--- config.mk ---
export PLATFORM = sky130hd
export DESIGN_NAME = fprt_core
export DESIGN_NICKNAME = d
export VERILOG_FILES = /design/src/rtl/fprt_core.v
export VERILOG_INCLUDE_DIRS = /design/src /design/src/rtl
export SDC_FILE = /design/constraint.sdc
export NUM_CORES = 1
export LEC_CHECK = 0
export ABC_AREA = 1
export BUFFER_PORTS_ARGS = -buffer_cell sky130_fd_sc_hd__buf_2
export CAP_MARGIN = 0
export CELL_PAD_IN_SITES_DETAIL_PLACEMENT = 0
export CELL_PAD_IN_SITES_GLOBAL_PLACEMENT = 1
export CORE_MARGIN = 4
export CORE_UTILIZATION = 31
export CTS_CLUSTER_SIZE = 10
export DETAILED_ROUTE_END_ITERATION = 8
export GPL_TIMING_DRIVEN = 0
export PLACE_DENSITY = 0.75
export SETUP_SLACK_MARGIN = 0.1
export SYNTH_ARGS = -nofsm -noshare
export SYNTH_HDL_FRONTEND = slang
export SYNTH_SLANG_ARGS = --single-unit
--- constraint.sdc ---
create_clock -name i_ref_clk -period 1 [get_ports i_ref_clk]
set_clock_uncertainty 0.1 [all_clocks]
set_input_delay 0.25 -clock i_ref_clk [delete_from_list [all_inputs] [get_ports i_ref_clk]]
set_output_delay 0.25 -clock i_ref_clk [all_outputs]
set_load 0.01 [all_outputs]
--- src/rtl/fprt_map.vh ---
// Constants for the fault routing and tracking block: register codes,
// field positions and reset values. Assumes inclusion by the one RTL file.
`ifndef FPRT_MAP_VH
`define FPRT_MAP_VH
`define FPRT_NCH 4
`define FPRT_REG_W 8
`define FPRT_SEL_ROUTE 1'b0
`define FPRT_SEL_TRACK 1'b1
`define FPRT_ROUTE_RST 8'h00
`define FPRT_TRACK_RST 8'h00
`define FPRT_HI_LSB 4
`define FPRT_LO_LSB 0
`define FPRT_SHARE_SYNC_RST 2'h3
`define FPRT_VIN_SYNC_RST 2'h0
`define FPRT_PIN_RST 1'b0
`define FPRT_CH_RST 4'h0
`endif

--- src/rtl/fprt_core.v ---
// Fault-to-auxiliary-pin routing and tracking-slave control, four channels.
// Assumes the command decoder presents one-cycle write strobes with data,
// and that fault, sequencing and restore events are clocked on i_ref_clk
// except the share clock and input voltage comparator, which are pins.
module fprt_core (
	// Clock and reset
	input wire i_ref_clk,
	input wire i_resetn,
	// Register writes and reads
	input wire i_wr_en,
	input wire i_wr_sel,
	input wire [7:0] i_wr_data,
	output reg [7:0] o_route_rd,
	output reg [7:0] o_track_rd,
	// Per-channel fault and phase inputs
	input wire [3:0] i_ov_fault,
	input wire [3:0] i_oc_fault,
	input wire [3:0] i_uc_fault,
	input wire [3:0] i_chan_down,
	input wire [3:0] i_in_rise,
	input wire [3:0] i_in_ton_max,
	input wire [3:0] i_in_toff_delay,
	// System events
	input wire i_input_voltage_sense_low,
	input wire i_share_clk,
	input wire i_restore_all,
	input wire i_wpu_disable,
	// Auxiliary fault pin drive
	output reg o_aux_fault_pd,
	output reg o_aux_fault_wpu,
	// Sequencing requests and masks
	output reg [3:0] o_seq_off,
	output reg [3:0] o_uv_uc_mask
);
`include "fprt_map.vh"

	// Stored configuration and its next values.
	reg [7:0] route_r;
	reg [7:0] route_nxt;
	reg [7:0] track_r;
	reg [7:0] track_nxt;

	// Two-stage synchronisers for the two pin inputs.
	reg [1:0] share_sync_r;
	reg [1:0] vin_sync_r;

	// Next values of the registered outputs.
	reg [7:0] route_rd_nxt;
	reg [7:0] track_rd_nxt;
	reg pd_nxt;
	reg wpu_nxt;
	reg [3:0] seq_off_nxt;
	reg [3:0] mask_nxt;

	// Field views of the two configuration registers.
	wire [3:0] overcurrent_route_enable;
	wire [3:0] overvoltage_route_enable;
	wire [3:0] undercurrent_route_enable;
	wire [3:0] tracking_slave_enable;

	// Per-channel fault terms and their combination.
	wire [3:0] oc_hit;
	wire [3:0] ov_hit;
	wire [3:0] uc_hit;
	wire [3:0] routed;
	wire any_routed;

	// Tracking group terms.
	wire [3:0] phase_mask;
	wire [3:0] slave_off_mask;
	wire [3:0] chan_loss;
	wire share_low;
	wire vin_low;
	wire group_down;
	wire sys_event;
	wire take_down;

	assign overcurrent_route_enable =
		route_r[`FPRT_HI_LSB +: `FPRT_NCH];
	assign overvoltage_route_enable =
		route_r[`FPRT_LO_LSB +: `FPRT_NCH];
	assign undercurrent_route_enable =
		track_r[`FPRT_HI_LSB +: `FPRT_NCH];
	assign tracking_slave_enable =
		track_r[`FPRT_LO_LSB +: `FPRT_NCH];

	// Each channel's enabled faults fold into one pull-down term.
	genvar n;
	generate
		for (n = 0; n < `FPRT_NCH; n = n + 1) begin : g_ch
			assign oc_hit[n] =
				overcurrent_route_enable[n] & i_oc_fault[n];
			assign ov_hit[n] =
				overvoltage_route_enable[n] & i_ov_fault[n];
			assign uc_hit[n] =
				undercurrent_route_enable[n] & i_uc_fault[n];
			assign routed[n] =
				oc_hit[n] | ov_hit[n] | uc_hit[n];
			assign chan_loss[n] =
				i_chan_down[n] | i_oc_fault[n] | i_ov_fault[n];
			assign phase_mask[n] =
				i_in_rise[n] | i_in_ton_max[n];
			assign slave_off_mask[n] =
				tracking_slave_enable[n] & i_in_toff_delay[n];
		end
	endgenerate

	assign any_routed = |routed;
	// Any channel lost, slave or not, takes every tracking slave off, so a
	// slave never keeps tracking a master that is already falling.
	assign group_down = |chan_loss;
	assign share_low = ~share_sync_r[1];
	assign vin_low = vin_sync_r[1];
	assign sys_event = vin_low | share_low | i_restore_all;
	assign take_down = group_down | sys_event;

	// Pin inputs are synchronised; only the second stage is read.
	always @(posedge i_ref_clk or negedge i_resetn) begin
		if (!i_resetn) begin
			share_sync_r <= `FPRT_SHARE_SYNC_RST;
		end else begin
			share_sync_r <= {share_sync_r[0], i_share_clk};
		end
	end

	always @(posedge i_ref_clk or negedge i_resetn) begin
		if (!i_resetn) begin
			vin_sync_r <= `FPRT_VIN_SYNC_RST;
		end else begin
			vin_sync_r <= {vin_sync_r[0], i_input_voltage_sense_low};
		end
	end

	// Write decode: the select picks one register, the other holds.
	always @* begin
		route_nxt = route_r;
		track_nxt = track_r;
		if (i_wr_en && (i_wr_sel == `FPRT_SEL_ROUTE)) begin
			route_nxt = i_wr_data;
		end else if (i_wr_en && (i_wr_sel == `FPRT_SEL_TRACK)) begin
			track_nxt = i_wr_data;
		end
	end

	// Registers store every bit and act from the next cycle.
	always @(posedge i_ref_clk or negedge i_resetn) begin
		if (!i_resetn) begin
			route_r <= `FPRT_ROUTE_RST;
		end else begin
			route_r <= route_nxt;
		end
	end

	always @(posedge i_ref_clk or negedge i_resetn) begin
		if (!i_resetn) begin
			track_r <= `FPRT_TRACK_RST;
		end else begin
			track_r <= track_nxt;
		end
	end

	// Outputs are registered, adding one cycle from fault to pin.
	always @* begin
		route_rd_nxt = route_r;
		track_rd_nxt = track_r;
		pd_nxt = any_routed;
		wpu_nxt = ~i_wpu_disable & ~any_routed;
		seq_off_nxt = tracking_slave_enable &
			{`FPRT_NCH{take_down}};
		mask_nxt = phase_mask | slave_off_mask;
	end

	always @(posedge i_ref_clk or negedge i_resetn) begin
		if (!i_resetn) begin
			o_route_rd <= `FPRT_ROUTE_RST;
		end else begin
			o_route_rd <= route_rd_nxt;
		end
	end

	always @(posedge i_ref_clk or negedge i_resetn) begin
		if (!i_resetn) begin
			o_track_rd <= `FPRT_TRACK_RST;
		end else begin
			o_track_rd <= track_rd_nxt;
		end
	end

	// Fast pull-down drive of the auxiliary fault pin.
	always @(posedge i_ref_clk or negedge i_resetn) begin
		if (!i_resetn) begin
			o_aux_fault_pd <= `FPRT_PIN_RST;
		end else begin
			o_aux_fault_pd <= pd_nxt;
		end
	end

	// The weak pull-up yields whenever any enabled fault pulls low.
	always @(posedge i_ref_clk or negedge i_resetn) begin
		if (!i_resetn) begin
			o_aux_fault_wpu <= `FPRT_PIN_RST;
		end else begin
			o_aux_fault_wpu <= wpu_nxt;
		end
	end

	// Sequence-off requests stay up while their cause stands.
	always @(posedge i_ref_clk or negedge i_resetn) begin
		if (!i_resetn) begin
			o_seq_off <= `FPRT_CH_RST;
		end else begin
			o_seq_off <= seq_off_nxt;
		end
	end

	always @(posedge i_ref_clk or negedge i_resetn) begin
		if (!i_resetn) begin
			o_uv_uc_mask <= `FPRT_CH_RST;
		end else begin
			o_uv_uc_mask <= mask_nxt;
		end
	end
endmodule

Yosys cells after proc, flatten, opt, wreduce, memory -nomap -nowiden:

Index checks and enable logic that the tools add are counted.

* bits of input ports: 44
* output and inout bits: 26
* word-level logic and storage cells: 62
* flip-flop bits (word level): 46

* reductions and logical operators: 5
* bitwise logic cells: 47

Operator list (number)
* 1-bit OR: 23
* 1-bit bitwise AND: 17
* 4-bit OR reduction: 2
* 1-bit NOT: 5
* 4-bit bitwise AND: 1
* 4-bit OR: 1
* 1-bit logical AND: 2
* 2-bit AND reduction: 1

Longest topological paths before layout:

Gate-level depths: netlist of run 1.

* word-level depth: 6
* depth in mapped cells: 5
* mapped depth without buffers: 5

Worst setup path before layout of run 1:

OpenSTA, ideal clock, no wires.

* path kind: reg2reg
* from: register share_sync_r[1]
* to: register o_seq_off[0]
* setup slack: -0.016 ns
* library setup time: 0.134 ns
* stages on the path, launching flop included: 4
* data required time: 0.766 ns
* buffers on the path: 0
* arrival: 0.783 ns
* period minus slack after synthesis: 1.016 ns
* cell sequence: dfstp_2 nand3b_1 nor2_1 a21boi_0

* cells in the longest elaborated chain, start to end: 5

Ends and longest elaborated chain
* start: declaration: RTL line fprt_core.v:44 `reg [1:0] share_sync_r;`
* start signal: assignment: RTL line fprt_core.v:120 `` share_sync_r <= `FPRT_SHARE_SYNC_RST; ``
* start signal: assignment: RTL line fprt_core.v:122 `share_sync_r <= {share_sync_r[0], i_share_clk};`
* 1-bit NOT: RTL line fprt_core.v:112 `assign share_low = ~share_sync_r[1];`
* 1-bit OR (2 in series): RTL line fprt_core.v:114 `assign sys_event = vin_low | share_low | i_restore_all;`
* 1-bit OR: RTL line fprt_core.v:115 `assign take_down = group_down | sys_event;`
* 4-bit bitwise AND: RTL line fprt_core.v:168 `seq_off_nxt = tracking_slave_enable &`
* named net seq_off_nxt[0]: RTL line fprt_core.v:52 `reg [3:0] seq_off_nxt;`
* end signal: assignment: RTL line fprt_core.v:210 `` o_seq_off <= `FPRT_CH_RST; ``
* end signal: assignment: RTL line fprt_core.v:212 `o_seq_off <= seq_off_nxt;`
* end: declaration: RTL line fprt_core.v:32 `output reg [3:0] o_seq_off,`

The timed path passes the listed nets, and every way through them passes these cells.
A chain may end at the register's enable or synchronous reset.

Final worst setup path of run 1:

* from: register o_track_rd[6]
* to: output o_track_rd[6]

RTL lines
* start: declaration: RTL line fprt_core.v:14 `output reg [7:0] o_track_rd,`
* start signal: assignment: RTL line fprt_core.v:183 `` o_track_rd <= `FPRT_TRACK_RST; ``
* start signal: assignment: RTL line fprt_core.v:185 `o_track_rd <= track_rd_nxt;`

No word-level cell between the ends.

==> reports/results.ini, run 1 <==
[status]
status = finished with violations
violations = negative hold slack, negative setup slack

[critical_path]
cp-start-kind = flip-flop
crit_type = flip-flop to output port
crit_buf_inv = 1
r2r_start = share_sync_r[1]
cp_max_fo = 1
cpPeakStageDelay_ns = 0.39
startpoint = o_track_rd[6]
end_kind = output port
arrival_ns = 0.83
slowest_stage = dfrtp_1
crit_required_ns = 0.65
path_cells = buf_2
crit_family = flip-flops

[yosys]
yosysTopAreaCellShare = 0.706
synth_flop_cell = dfrtp_1
syn_inst = 132
synthDistinctLibCells = 13
netlist_area_mm2 = 0.00156
netlist_top_cells_area = dfrtp_1, nand2_1, o21ai_1, dfstp_2, nor2_1
yosysMostFrequentCell = dfrtp_1
synth_warnings = 0
synth-seq-cells = 46
yosys-top-cells-count = dfrtp_1, nand2_1, o21ai_1
synth_edf_count = 0
synth_fp_nets = 176
synthAdderAreaFrac = 0
ys_seq_area_frac = 0.739
synth.area.mux_share = 0
syn_area_per_cell_um2 = 11.8
synth-simple-area-share = 0.129
synth_compound_area_frac = 0.0930
synth_top_family_by_area = simple AND/OR/NAND/NOR gates
async_flop_share = 1.00
yosys.area_share.xor_xnor = 0
synth_largest_area_cell = dfrtp_1

[drt]
firstDrtPassIters = 4
routed_wl_um = 3730
num_vias = 1234
drc = 0
routed_via_density = 4.24
wl_per_cell_um = 12.8
drt_iter0_drc = 44
drtAntennaViolNets = 0

[hold_path]
hold_path.class = input pin to async pin

[sta]
finalSetupTns_ns = -4.11
setup_slack_ns = -0.181
max_freq_mhz = 847
setup_viol = 30
relSlewSlack = 0.625
post-route-period-util = 1.18
min_period_ns = 1.18
rsz0062_at_grt = true
fin_hold_ws_ns = -0.172
slew_viol_final = 0
finalHoldViolCount = 44
worstMarginPinSlew_ns = 0.563

[layout]
final.fill_count = 474
fin_util = 0.479
area_growth_pct = 46.9
diodes = 0
fin_nets = 267
layout-drive-gt1-share = 0.464

[grt]
grt_pass1_vias = 1262
antenna_found_initial = 0
grt.total_usage = 0.132
grt_pass1_wl_um = 6170
overflow = 0
grt_max_degree = 47

[clock_tree]
cts_made_buffers = 5
clk_pin_slew_ns = 0.09
clock_latency_ns = 0.30
htreeDepth = 2
clockRootBuffer = clkbuf_8
postCtsHoldBufs = 3
cts_tree = built
clk_path_buf_depth = 2
cts_sinks = 46

[placed_design]
dpl.hpwl_um = 2610
port-buffer-count = 69
gp_congestion = 0.714

[floorplan]
core_area_mm2 = 0.00479
start_util = 0.326
die_area_mm2 = 0.00623
rows = 25
pin_count = 70
die_w_um = 78.9
die_h_um = 78.9

[flow_run]
cap_viol_max_count = 0

[power]
power.density_mw_per_mm2 = 1840
ir_drop_mv = 0.781
leakage_nw = 1.19

layout by cell type, fill, tap and decap left out, types with 2 or more instances in the layout:
master         count
nand2_1           27
o21ai_1           16
buf_2             65
dfrtp_1           44
a21boi_1           4
inv_1              9
nand2_2            7
nor2_1             9
nand3_2            2
nand3_1            2
buf_4              8
buf_6             10
clkbuf_8           5
a211o_1            4
dlygate4sd3_1      3
dfstp_2            2
report_power, final:
group          leakage (nW)  internal [mW]  switching (mW)  total, mW
combinational         0.585          0.354           0.329      0.682
sequential            0.553           2.07          0.0974       2.16
clock                0.0514          0.746           0.619       1.36
total                  1.19           3.17            1.05       4.21
area by class of cell:
cell class	instances	area, um^2	area share
Clock inverter	2	37.5	0.0164
Tap cell	67	83.8	0.0366
Clock buffer	6	72.6	0.0317
Sequential cell	46	1150	0.503
Buffer	2	22.5	0.00983
Inverter	10	37.5	0.0164
Timing Repair Buffer	84	505	0.221
Multi-Input combinational cell	74	379	0.165
worst register-to-register path: stages, from the launching register on:
cell,delay (ns)
dfstp_2,0.52
nand3b_1,0.08
nor2_2,0.16
a21boi_1,0.09
stage by stage:
stage               instance area, um^2  power [mW]  hold slack (ns)  instances  worst slack, ns
global route                       2290        4.44           -0.121        291           -0.215
floorplan                          1560        2.41           -0.146        132          0.00750
CTS                                2210        4.17           -0.146        288           -0.186
finish                             2290        4.21           -0.172        291           -0.181
detailed placement                 1990        2.72            0.250        268           -0.227
global placement                   1990        2.71            0.234        268           -0.226
state kept, by name (all words and copies together), names as in the netlist:
register / cells
o_route_rd: 8
share_sync_r: 2
o_seq_off: 4
route_r: 8
o_aux_fault_pd: 1
o_track_rd: 8
o_uv_uc_mask: 4
vin_sync_r: 2
track_r: 8
o_aux_fault_wpu: 1
timing repair:
action                                  CTS  global route
resized for setup                         7            15
buffers inserted                          9             3
hold endpoints to repair                 47            44
pin swaps                                11             8
endpoints found under the setup margin   57            38
worst paths after layout:
check	depth (start not counted)	endpoint	slack (ns)
max in group asynchronous	1	share_sync_r[1]	0.58
min in group i_ref_clk	2	o_uv_uc_mask[3]	0.03
hold reg to reg	0	vin_sync_r[1]	0.27
setup reg to reg	3	o_seq_off[0]	-0.07
setup / recovery	1	o_track_rd[6]	-0.18
hold / removal	1	o_route_rd[7]	-0.17
cells by family after synthesis:
kind of cell | Yosys count
simple gates | 50
flops | 46
compound gates | 24
buf+inv | 12
routing by layer:
| metal | track usage | up-vias | part of all wire |
|---|---|---|---|
| met1 | 0.169 | 570 | 0.44 |
| met4 | 0.0567 | 0 | 0.018 |
| met5 | 0 | - | 0 |
| li1 | - | 602 | - |
| met2 | 0.204 | 53 | 0.46 |
| met3 | 0.0454 | 9 | 0.082 |
(Power assumes the default switching activity.)
==> run 2: changes to the inputs <==
Settings changed: BUFFER_PORTS_ARGS -buffer_cell sky130_fd_sc_hd__buf_2 to -buffer_cell sky130_fd_sc_hd__clkbuf_2, REMOVE_ABC_BUFFERS from default to 1.
==> run 2 against run 1 <==
Critical path depth is the same. Wire length shrank 9.9%. Combinational power shrank 15%. Die area is the same. Non-clock buffer count shrank 8. The run still ends with negative hold slack, negative setup slack left. Critical path type unchanged. Maximum frequency grew 1.2%.
==> reports/results.ini, run 2 (synthesis gave the netlist of run 1 again) <==
[status]
status = finished with violations
violations = negative hold slack, negative setup slack

[critical_path]
crit_buf_inv = 1  ; unchanged
cp_max_fo = 1  ; unchanged
cp-start-kind = flip-flop
slowest_stage = dfrtp_1
crit_type = flip-flop to output port
r2r_start = share_sync_r[1]
r2r-end = o_seq_off[0]
reg2reg_slack_ns = -0.07  ; about the same
startpoint = o_route_rd[4]
crit_family = flip-flops
end_kind = output port
path_cells = clkbuf_2
rr_worst_depth = 3  ; unchanged
arrival_ns = 0.82  ; about the same
crit_required_ns = 0.65  ; about the same
cpPeakStageDelay_ns = 0.39  ; about the same

[drt]
routed_via_density = 4.15  ; -2.1%
routed_wl_um = 3360  ; -9.9%
drtAntennaViolNets = 0  ; unchanged
top_layer = met4
drt_iter0_drc = 55  ; +25%
route.met2.wl_um = 1570  ; -8.0%
wl_per_cell_um = 11.9  ; -7.4%
num_vias = 1175  ; -4.8%
drc = 0  ; unchanged
firstDrtPassIters = 4  ; unchanged
dr_wl_met3_um = 304  ; -0.33%
wl_met1_um = 1470  ; -11%

[floorplan]
rows = 25  ; unchanged
start_util = 0.326  ; unchanged
core_area_mm2 = 0.00479  ; unchanged
die_w_um = 78.9  ; unchanged
pin_count = 70  ; unchanged
die_h_um = 78.9  ; unchanged
die_area_mm2 = 0.00623  ; unchanged

[clock_tree]
postCtsHoldBufs = 3  ; unchanged
cts_made_buffers = 5  ; unchanged
clk_path_buf_depth = 2  ; unchanged
htreeDepth = 2  ; unchanged
cts_sinks = 46  ; unchanged
clock_latency_ns = 0.30  ; about the same
clk_pin_slew_ns = 0.08  ; about the same
cts_tree = built
clockRootBuffer = clkbuf_8

[sta]
worstMarginPinSlew_ns = 0.622  ; +0.0586 ns
setup_viol = 30  ; unchanged
fin_hold_ws_ns = -0.119  ; +0.0528 ns
setup_slack_ns = -0.167  ; +0.0141 ns
relSlewSlack = 0.586  ; -0.0391
finalHoldViolCount = 44  ; unchanged
slew_viol_final = 0  ; unchanged
post-route-period-util = 1.17  ; -0.0141
max_freq_mhz = 857  ; +1.2%
finalSetupTns_ns = -3.88  ; +0.229 ns
rsz0062_at_grt = true
min_period_ns = 1.17  ; -0.0141 ns

[grt]
antenna_found_initial = 0  ; unchanged
overflow = 0  ; unchanged
grt_pass1_wl_um = 5420  ; -12%
grt_pass1_vias = 1168  ; -7.4%
grt.total_usage = 0.113  ; -0.0191
grt_max_degree = 47  ; unchanged

[power]
leakage_nw = 1.15  ; -3.1%
power.density_mw_per_mm2 = 1880  ; +2.1%
ir_drop_mv = 1.01  ; +30%
power_mw = 4.12  ; -2.2%

[layout]
final_common_cell = clkbuf_2
area_growth_pct = 40.7
layout-drive-gt1-share = 0.435  ; -0.0291
fin_nets = 259  ; -3.0%
diodes = 0  ; unchanged
most-common-layout-cells = clkbuf_2, dfrtp_1, nand2_1

[placed_design]
gp_congestion = 0.695  ; -2.8%
port-buffer-count = 69  ; unchanged
place_ws_ns = -0.353  ; -0.127 ns
dpl.hpwl_um = 2460  ; -5.7%

[hold_path]
hold_path.class = input pin to async pin

[flow_run]
cap_viol_max_count = 0  ; unchanged

[run 2: how the worst max path moves through the flow]
stage	end	cells past startpoint
finish	o_route_rd[4]	1
CTS	o_route_rd[4]	1
detailed placement	o_track_rd[0]	1
global placement	o_uv_uc_mask[1]	1
global route	o_route_rd[4]	1
floorplan	o_seq_off[0]	3
[run 2: stage by stage]
step / instance area [um^2] / std cells / util
2_1_floorplan: 1540 / 130 / -
5_1_grt: 2190 / 283 / 0.459
6_report: 2190 / 283 / 0.459
4_1_cts: 2140 / 280 / 0.447
3_5_place_dp: 1970 / 266 / 0.411
3_3_place_gp: 1970 / 266 / 0.411
[run 2: layout make-up]
class                   count  area (um^2)
clock buffers               5         68.8
clock inverters             3         43.8
fillers                   459         2590
inverters                  10         37.5
multi-input cells          74          369
flip-flops and latches     46         1150
well taps                  67         83.8
repair buffers             78          438
[run 2: report_power, final]
part / internal, mW / switching, mW / total [mW]
Clock: 0.749 / 0.623 / 1.37
Combinational: 0.283 / 0.295 / 0.578
Sequential: 2.07 / 0.101 / 2.17
[run 2: layer usage]
layer,global-route usage,up-vias
met3,0.0431,3
met4,0.0206,0
li1,-,587
met1,0.147,536
met2,0.183,49
met5,0,-
[run 2: repair_timing]
| action | 4_1_cts | 5_1_grt |
|---|---|---|
| pin swaps | 7 | 8 |
| setup buffers | 3 | 3 |
| cloned | 0 | 0 |
| hold endpoints to repair | 47 | 44 |
| endpoints found under the setup margin | 79 | 39 |
| gates resized for setup | 6 | 11 |
